## config.mk

```make
export PLATFORM = sky130hd
export DESIGN_NAME = dec_top
export DESIGN_NICKNAME = d
export VERILOG_FILES = /design/src/rtl/dec_pkg.sv /design/src/rtl/dec_sync_if.sv /design/src/rtl/dec_sync.sv /design/src/rtl/dec_top.sv
export SDC_FILE = /design/constraint.sdc
export NUM_CORES = 1
export LEC_CHECK = 0
export BUFFER_PORTS_ARGS = -buffer_cell sky130_fd_sc_hd__buf_2
export CAP_MARGIN = 20
export CORE_ASPECT_RATIO = 2
export CORE_MARGIN = 2
export CORE_UTILIZATION = 30
export DETAILED_ROUTE_END_ITERATION = 8
export PLACE_DENSITY = 0.52
export SLEW_MARGIN = 5
export SYNTH_ARGS = -nofsm -noshare
export SYNTH_HDL_FRONTEND = slang
export SYNTH_SLANG_ARGS = --single-unit
```

## constraint.sdc

```tcl
create_clock -name ref_clk_in -period 7.6 [get_ports ref_clk_in]
set_input_delay 1.52 -clock ref_clk_in [delete_from_list [all_inputs] [get_ports ref_clk_in]]
set_output_delay 1.52 -clock ref_clk_in [all_outputs]
set_load 0.02 [all_outputs]
```

## src/rtl/dec_pkg.sv

```systemverilog
// Shared constants and types for the dual event counter card logic
package dec_pkg;
   localparam int          NUM_CH     = 2;
   localparam int          CNT_W      = 32;
   localparam int          NUM_IN     = 16;
   localparam int          NUM_OUT    = 8;
   localparam int          ID_W       = 4;
   localparam int          SYNC_W     = NUM_IN + ID_W;

   // Counter pins share the isolated inputs
   localparam logic [1:0][3:0] CNT_PIN  = {4'h4, 4'h0};
   localparam logic [1:0][3:0] GATE_PIN = {4'h6, 4'h2};

   localparam logic [CNT_W-1:0]   COUNT_RESET = 32'h0000_0000;
   localparam logic [CNT_W-1:0]   CNT_ONE     = 32'h0000_0001;
   localparam logic [CNT_W-1:0]   CNT_ZERO    = 32'h0000_0000;
   localparam logic [NUM_OUT-1:0] OUT_RESET   = 8'h00;
   localparam logic [ID_W-1:0]    ID_RESET    = 4'h0;
   localparam logic [NUM_IN-1:0]  IN_RESET    = 16'h0000;
   localparam logic [SYNC_W-1:0]  SYNC_RESET  = 20'h0_0000;

   typedef enum logic [1:0] {
      DEC_MODE_EVENT = 2'b00,
      DEC_MODE_FREQ  = 2'b01,
      DEC_MODE_WIDTH = 2'b10
   } dec_mode_t;
endpackage

```

## src/rtl/dec_sync_if.sv

```systemverilog
// Carrier between the pin synchroniser and its user
`timescale 1ns/10ps
interface dec_sync_if #(parameter int W = 1);
   logic [W-1:0] raw;
   logic [W-1:0] filt;
   modport src (output raw, input filt);
   modport snk (input raw, output filt);
endinterface

```

## src/rtl/dec_sync.sv

```systemverilog
// Three-stage pin synchroniser with two-stage agreement filter
`timescale 1ns/10ps
module dec_sync #(
   parameter int         W         = 1,
   parameter bit         USE_RESET = 1'b1
) (
   // Clock and reset
   input  wire logic     clk_in,
   input  wire logic     rst_n_in,
   // Pins in, clean levels out
   dec_sync_if.snk       sif
);
   import dec_pkg::*;

   logic [W-1:0] s1_q;
   logic [W-1:0] s2_q;
   logic [W-1:0] s3_q;
   logic [W-1:0] filt_q;
   logic [W-1:0] filt_d;

   // Level changes only once stages two and three agree
   function automatic logic [W-1:0] agree(input logic [W-1:0] a, input logic [W-1:0] b,
                                          input logic [W-1:0] old);
      agree = (~(a ^ b) & a) | ((a ^ b) & old);
   endfunction

   always_comb begin
      filt_d = agree(s2_q, s3_q, filt_q);
   end

   always_ff @(posedge clk_in) begin
      if (USE_RESET && !rst_n_in) begin
         s1_q   <= '0;
         s2_q   <= '0;
         s3_q   <= '0;
         filt_q <= '0;
      end else begin
         s1_q   <= sif.raw;
         s2_q   <= s1_q;
         s3_q   <= s2_q;
         filt_q <= filt_d;
      end
   end

   assign sif.filt = filt_q;
endmodule

```

## src/rtl/dec_top.sv

```systemverilog
// Dual event counter with isolated input/output, card identity and reset retain
`timescale 1ns/10ps
// Operation
// - Two channels: events, frequency, pulse width
// - Enabled match pulses when count reaches compare
// - Count keeps going, wraps to zero
// - Per channel rising or falling edge select
// - Card identity read from on-board switch
// - No address or interrupt jumpers; host enumerates address and interrupt
// - Retain jumper chooses default or held outputs
module dec_top (
   // Clock and reset
   input  wire logic                                   ref_clk_in,
   input  wire logic                                   rst_n_in,
   // Field pins and board straps
   input  wire logic [dec_pkg::NUM_IN-1:0]             isolated_input_in,
   input  wire logic [dec_pkg::ID_W-1:0]               card_identity_switch_in,
   input  wire logic                                   reset_retain_jumper_in,
   // Output latch write from host logic
   input  wire logic [dec_pkg::NUM_OUT-1:0]            output_data_in,
   input  wire logic                                   output_write_in,
   // Channel configuration
   input  wire dec_pkg::dec_mode_t [dec_pkg::NUM_CH-1:0] ch_mode_in,
   input  wire logic [dec_pkg::NUM_CH-1:0]             ch_run_in,
   input  wire logic [dec_pkg::NUM_CH-1:0]             ch_clear_in,
   input  wire logic [dec_pkg::NUM_CH-1:0]             ch_falling_edge_in,
   input  wire logic [dec_pkg::NUM_CH-1:0]             ch_gate_en_in,
   input  wire logic [dec_pkg::NUM_CH-1:0]             ch_match_en_in,
   input  wire logic [dec_pkg::NUM_CH-1:0][dec_pkg::CNT_W-1:0] ch_compare_in,
   input  wire logic [dec_pkg::NUM_CH-1:0][dec_pkg::CNT_W-1:0] ch_window_in,
   // Field outputs and board status
   output logic [dec_pkg::NUM_OUT-1:0]                 isolated_output_out,
   output logic [dec_pkg::NUM_IN-1:0]                  isolated_input_out,
   output logic [dec_pkg::ID_W-1:0]                    card_id_out,
   // Channel results
   output logic [dec_pkg::NUM_CH-1:0][dec_pkg::CNT_W-1:0] ch_count_out,
   output logic [dec_pkg::NUM_CH-1:0][dec_pkg::CNT_W-1:0] ch_measure_out,
   output logic [dec_pkg::NUM_CH-1:0]                  ch_measure_valid_out,
   output logic [dec_pkg::NUM_CH-1:0]                  ch_match_irq_out
);
   import dec_pkg::*;

   // Pin synchronisers
   dec_sync_if #(.W(SYNC_W)) pin_if ();
   dec_sync_if #(.W(1))      jmp_if ();

   assign pin_if.raw = {card_identity_switch_in, isolated_input_in};
   assign jmp_if.raw = reset_retain_jumper_in;

   dec_sync #(
      .W         (SYNC_W),
      .USE_RESET (1'b1)
   ) u_pin_sync (
      .clk_in    (ref_clk_in),
      .rst_n_in  (rst_n_in),
      .sif       (pin_if.snk)
   );

   // Jumper chain has no reset so its level is known while reset is held
   dec_sync #(
      .W         (1),
      .USE_RESET (1'b0)
   ) u_jmp_sync (
      .clk_in    (ref_clk_in),
      .rst_n_in  (rst_n_in),
      .sif       (jmp_if.snk)
   );

   logic [NUM_IN-1:0]  in_lvl;
   logic [ID_W-1:0]    sw_lvl;
   logic               retain_lvl;

   assign in_lvl     = pin_if.filt[NUM_IN-1:0];
   assign sw_lvl     = pin_if.filt[SYNC_W-1:NUM_IN];
   assign retain_lvl = jmp_if.filt[0];

   // Board status and output latch
   logic [NUM_OUT-1:0] out_q;
   logic [NUM_OUT-1:0] out_d;
   logic [NUM_IN-1:0]  inmir_q;
   logic [NUM_IN-1:0]  inmir_d;
   logic [ID_W-1:0]    id_q;
   logic [ID_W-1:0]    id_d;
   logic               armed_q;
   logic               armed_d;

   always_comb begin
      out_d   = output_write_in ? output_data_in : out_q;
      inmir_d = in_lvl;
      // Closed switch pulls low, so all-closed reads as the top identity
      id_d    = ~sw_lvl;
      armed_d = 1'b1;
   end

   always_ff @(posedge ref_clk_in) begin
      if (!rst_n_in) begin
         // Retain keeps what the field wiring last saw; an unsettled jumper loads defaults
         if (retain_lvl) begin
            out_q <= out_q;
         end else begin
            out_q <= OUT_RESET;
         end
         inmir_q <= IN_RESET;
         id_q    <= ID_RESET;
         armed_q <= 1'b0;
      end else begin
         out_q   <= out_d;
         inmir_q <= inmir_d;
         id_q    <= id_d;
         armed_q <= armed_d;
      end
   end

   // No address or interrupt strap exists; the host side assigns both
   assign isolated_output_out = out_q;
   assign isolated_input_out  = inmir_q;
   assign card_id_out         = id_q;

   // Counter channels
   genvar g;
   generate
      for (g = 0; g < NUM_CH; g++) begin : g_ch
         logic             lvl;
         logic             gate_lvl;
         logic             prev_q;
         logic [CNT_W-1:0] count_q;
         logic [CNT_W-1:0] count_d;
         logic [CNT_W-1:0] tmr_q;
         logic [CNT_W-1:0] tmr_d;
         logic [CNT_W-1:0] meas_q;
         logic [CNT_W-1:0] meas_d;
         logic             mvalid_q;
         logic             mvalid_d;
         logic             match_q;
         logic             match_d;
         logic             lead;
         logic             trail;
         logic             active;
         logic             gate_ok;
         logic [CNT_W-1:0] step;

         assign lvl      = in_lvl[CNT_PIN[g]];
         assign gate_lvl = in_lvl[GATE_PIN[g]];

         always_comb begin
            step     = CNT_ZERO;
            // Leading edge is the selected one, trailing is its opposite
            lead     = armed_q & (ch_falling_edge_in[g] ? (prev_q & ~lvl) : (~prev_q & lvl));
            trail    = armed_q & (ch_falling_edge_in[g] ? (~prev_q & lvl) : (prev_q & ~lvl));
            active   = armed_q & (ch_falling_edge_in[g] ? ~lvl : lvl);
            gate_ok  = ~ch_gate_en_in[g] | gate_lvl;
            count_d  = count_q;
            tmr_d    = tmr_q;
            meas_d   = meas_q;
            mvalid_d = 1'b0;
            if (ch_clear_in[g]) begin
               count_d = COUNT_RESET;
               tmr_d   = COUNT_RESET;
            end else if (ch_run_in[g]) begin
               case (ch_mode_in[g])
                  DEC_MODE_EVENT: begin
                     if (lead && gate_ok) begin
                        count_d = count_q + CNT_ONE;
                     end
                  end
                  DEC_MODE_FREQ: begin
                     step = count_q + ((lead && gate_ok) ? CNT_ONE : CNT_ZERO);
                     // Zero window never closes; software must load one
                     if ((ch_window_in[g] != CNT_ZERO) && (tmr_q + CNT_ONE == ch_window_in[g])) begin
                        meas_d   = step;
                        mvalid_d = 1'b1;
                        count_d  = COUNT_RESET;
                        tmr_d    = COUNT_RESET;
                     end else begin
                        count_d  = step;
                        tmr_d    = tmr_q + CNT_ONE;
                     end
                  end
                  DEC_MODE_WIDTH: begin
                     if (trail) begin
                        meas_d   = count_q;
                        mvalid_d = 1'b1;
                        count_d  = COUNT_RESET;
                     end else if (active && gate_ok) begin
                        count_d  = count_q + CNT_ONE;
                     end
                  end
                  default: begin
                     count_d = count_q;
                  end
               endcase
            end
            // Fires on arrival at the compare value, not while resting on it
            match_d = ch_match_en_in[g] & (count_d == ch_compare_in[g]) & (count_d != count_q);
         end

         always_ff @(posedge ref_clk_in) begin
            if (!rst_n_in) begin
               prev_q   <= 1'b0;
               count_q  <= COUNT_RESET;
               tmr_q    <= COUNT_RESET;
               meas_q   <= COUNT_RESET;
               mvalid_q <= 1'b0;
               match_q  <= 1'b0;
            end else begin
               prev_q   <= lvl;
               count_q  <= count_d;
               tmr_q    <= tmr_d;
               meas_q   <= meas_d;
               mvalid_q <= mvalid_d;
               match_q  <= match_d;
            end
         end

         assign ch_count_out[g]         = count_q;
         assign ch_measure_out[g]       = meas_q;
         assign ch_measure_valid_out[g] = mvalid_q;
         assign ch_match_irq_out[g]     = match_q;
      end
   endgenerate
endmodule

```

==> results by group, run 1 <==
Logic synthesis
  • Synth cell count leaders: nor2_1 (376), nand2_1 (314), dfxtp_1 (300), a21oi_1 (259), o21ai_0 (238)
  • Most common cell in the netlist: nor2_1
  • Synth top area cells: dfxtp_1 (25%), nor2_1 (5.8%), a21oi_1 (5.3%), o21ai_0 (4.9%), xnor2_1 (4.9%)
  • Register area share after synthesis: 0.259
  • Most used DFF post-synth: dfxtp_1
  • Avg Cell Area, Syn: 7.05 um2
  • Ys Warns: 0
  • Post-synth EDFFs: 9
  • Area share of fa/ha/maj cells after synthesis: 0.00825
  • Synth area leader: dfxtp_1
  • Async SR Flop Fraction: 0
  • Synth Area in Compound Gates: 0.274
  • Syn Nets: 3635
  • Synth top area share: 0.247
  • Cells after Synth: 3445
  • Largest family of logic cells by synthesized area: simple AND/OR/NAND/NOR gates
  • Simple-Gate Fraction of Synth Area: 0.328
  • Netlist area before placement: 24300 um2
  • Multiplexer share of the synthesized area: 0.0108
  • Distinct cells, synth: 92
  • Synth Area in XOR/XNOR: 0.0642
  • Register bit total from synthesis: 309

Clock tree
  • Clk root buf: clkbuf_16
  • CTS Buf Count: 34
  • Clock Tree Buf Depth: 3
  • Hold-fix buffers, CTS: 0
  • H-tree levels: 2
  • Setup bufs post-CTS: 0
  • Post-CTS sizing: 0
  • Clock tree sinks: 309

Placed design
  • Port bufs: 333
  • Placed cell count: 4742
  • Final GP Congestion: 1.13
  • Pre-CTS WS: 692 ps
  • DP HPWL: 153000 um

Floorplan
  • Initial Util: 0.303
  • Height of the die: 406 um
  • Die width: 205 um
  • I/O pin total: 334
  • Row cnt: 147

Global routing
  • Largest net degree at the start of global routing: 80
  • Total GRT Usage: 0.497
  • GRT Residual Overflow: 23
  • First-pass GRT wire length: 291000 um
  • Vias in the first global route: 34300

Outcome
  • Status: stopped before the end
  • Stopping stage: global routing
  • First reported error: [ERROR GRT-0116] Global routing finished with congestion. Check the congestion regions in the DRC Viewer.
-- per-stage QoR --
step | util | instance area [um2]
floorplan | - | 24300
global placement | 0.346 | 27800
detailed placement | 0.346 | 27800
CTS | 0.360 | 28900
-- layer usage --
| layer | overflow | GRT usage |
|---|---|---|
| met4 | 8 | 0.530 |
| met1 | 0 | 0.467 |
| met2 | 15 | 0.785 |
| met3 | 0 | 0.198 |
| met5 | 0 | 0.0121 |
-- kinds of logic after synthesis --
logic type | Yosys count
muxes | 26
adders and majority gates | 16
xor gates and xnor gates | 178
and+or+nand+nor | 1552
AOI/OAI and AO/OA | 1017
buffers and inverters | 347
DFF | 309
==> run 2, diff against run 1 <==
- CORE_ASPECT_RATIO: 2 -> not set
- CORE_UTILIZATION: 30 -> 20
- PLACE_DENSITY: 0.52 -> not set
- PLACE_DENSITY_LB_ADDON: not set -> 0.15
==> run 2 against run 1 <==
Net effect:
- the run now ends clean
- synthesized area unchanged
- synthesized cell count unchanged
==> results by group, run 2 <==
Outcome
  • Status: finished clean

Clock tree
  • H-tree levels: 2
  • Clock Latency Late Sink: 640 ps
  • CTS Buf Count: 46
  • Clk root buf: clkbuf_16
  • Setup bufs post-CTS: 0
  • Clock-pin slew on the worst setup and hold paths: 60 ps
  • Hold-fix buffers, CTS: 0
  • Clock Tree Buf Depth: 3
  • Clock tree sinks: 309
  • Post-CTS sizing: 0
  • CTS tree: yes

Timing
  • Tmin final: 6270 ps
  • Slew Limit Headroom: 0.174
  • RSZ-0062 raised after global routing: no
  • Clk_skew: 30.1 ps
  • Fin crit share: 0.824
  • Final Max Tran Viols: 0
  • Final setup fails: 0
  • Setup TNS: 0 ps
  • Final Hold Fails: 0
  • Fmax: 160 MHz
  • Worst slew pin tran: 1210 ps

Detailed routing
  • Drc violations: 0
  • Via count: 30500
  • DR vias/cell: 5.72
  • Routed wire length: 156000 um
  • DR WL/cell: 29.2 um
  • Routed Antenna Nets: 0
  • Iteration count of the initial detailed-routing pass: 8
  • Drt first-iter violations: 4300

Placed design
  • DP HPWL: 118000 um
  • Placed inst area: 28000 um2
  • Final GP Congestion: 1.06
  • Port bufs: 333

Logic synthesis
  • Synth top area cells: dfxtp_1 (25%), nor2_1 (5.8%), a21oi_1 (5.3%), o21ai_0 (4.9%), xnor2_1 (4.9%)
  • Distinct cells, synth: 92
  • Syn Nets: 3635
  • Post-synth EDFFs: 9
  • Most used DFF post-synth: dfxtp_1
  • Cells after Synth: 3445
  • Register bit total from synthesis: 309
  • Synth top area share: 0.247
  • Ys Warns: 0
  • Most common cell in the netlist: nor2_1
  • Avg Cell Area, Syn: 7.05 um2
  • Netlist area before placement: 24300 um2
  • Synth cell count leaders: nor2_1 (376), nand2_1 (314), dfxtp_1 (300), a21oi_1 (259), o21ai_0 (238)
  • Async SR Flop Fraction: 0
  • Synth area leader: dfxtp_1
  • Register area share after synthesis: 0.259

Min path
  • Hold Crit Class: flip-flop to flip-flop
  • Hold Startpoint: u_jmp_sync.s1_q
  • Hold EP: u_jmp_sync.s2_q
  • Hold path depth: 0

Power
  • Power per cell area: 159 nW/um2
  • Worst VDD drop: 0.000186 V
  • Leak Pwr: 0.0100 uW

Global routing
  • Largest net degree at the start of global routing: 66
  • GRT Residual Overflow: 0
  • First-pass GRT wire length: 221000 um
  • Total GRT Usage: 0.240
  • Initial antenna violation count: 13
  • Vias in the first global route: 29000

Cells and area
  • Commonest non-fill, non-tap cell in the layout: nor2_1
  • Regs by FF count: g_ch.count_q x64, g_ch.meas_q x64, g_ch.tmr_q x64
  • Layout cells sized above 1: 0.158
  • FF/Latch Area: 6280 um2
  • Layout area overhead: 21.7%
  • Most frequent cells in the layout: nor2_1 (374), buf_2 (333), nand2_1 (313)
  • Nets: 3879
  • Fill cells: 13700
  • Fin area: 29500 um2
  • Multi-input gate area in the final layout: 16700 um2
  • Final Core Density: 0.246

Floorplan
  • Row cnt: 127
  • Die area: 124000 um2
  • Height of the die: 352 um
  • Core area: 120000 um2
  • Die width: 352 um
  • I/O pin total: 334
  • Initial Util: 0.202

Setup path
  • R2r setup slk: 1590 ps
  • Crit path max fanout: 6
  • Crit Path Class: input pin to flip-flop
  • Crit path DAT: 6800 ps
  • Worst R2R End: g_ch[1].match_q
  • Startpoint Class: input pin
  • Critical path launch point: ch_falling_edge_in[0]
  • Worst reg-to-reg path cell count: 12
  • R2r startpoint: g_ch[1].count_q[0]
  • Critical path data required time: 8130 ps
  • Setup crit end kind: flip-flop

Job
  • Max-Cap Viols: 0
[run 2: cell counts after synthesis]
Identical to the previous run, type by type.
[run 2: metrics by stage]
stage | std cells | total power [uW] | setup WS [ps] | hold WS, ps
after floorplan | 3445 | 2090 | 1740 | 310
after global placement | 5250 | 2460 | 1080 | 318
after detailed placement | 5250 | 2450 | 978 | 312
after CTS | 5335 | 4780 | 1590 | 326
after global routing | 5338 | 4890 | 937 | 346
final | 5342 | 4700 | 1330 | 326
[run 2: critical path, stage by stage]
cell and delay [ps]:
buf_2 130, nor3b_1 260, o211ai_1 240, inv_1 120, ha_1 250, and4_1 390, nand3_1 240, nor2_1 400
nand2_1 190, xnor2_1 290, a221o_1 390, a2111oi_0 880, a31oi_1 220, a2111oi_2 290, o2111ai_1 150, or4_1 580
nor4_1 270
[run 2: worst max path at each step]
stage	endpoint
finish	g_ch[0].match_q
global route	g_ch[1].match_q
CTS	g_ch[0].match_q
detailed placement	g_ch[0].match_q
global placement	g_ch[1].match_q
floorplan	g_ch[1].match_q
[run 2: per-layer routing]
| metal | routed length [um] | GRT usage | part of all wire | up-vias |
|---|---|---|---|---|
| met1 | 64300 | 0.311 | 0.41 | 14700 |
| li1 | - | - | - | 13400 |
| met2 | 67000 | 0.369 | 0.43 | 2002 |
| met5 | 63 | 0 | 0.00040 | - |
| met4 | 9720 | 0.126 | 0.062 | 10 |
| met3 | 14600 | 0.0534 | 0.094 | 486 |
[run 2: power breakdown]
group | total [uW] | switching (uW) | internal, uW
clock | 2260 | 932 | 1330
sequential | 1700 | 31.6 | 1670
combinational | 743 | 529 | 214
total | 4700 | 1490 | 3210
[run 2: logic make-up (layout without fill, tap and decap cells)]
kind of cell,after synthesis,after routing,synth area share
AND/OR/NAND/NOR,1552,1552,0.328
AO/OA/AOI/OAI,1017,1017,0.274
buffers and inverters,347,628,0.0564
flip-flops,309,309,0.259
XOR/XNOR,178,178,0.0642
multiplexers,26,26,0.0108
adder cells (fa/ha/maj),16,16,0.00825
other,0,4,0
[run 2: layout make-up]
class / instances / share of cell area
diodes: 4 / 0.000339
clock buffers: 62 / 0.0420
clock inverters: 23 / 0.0106
inverters: 75 / 0.00970
multi-input cells: 2789 / 0.566
flip-flops and latches: 309 / 0.212
well taps: 1612 / 0.0683
repair buffers: 468 / 0.0910
Note: power is estimated with default switching activity, not from simulation.
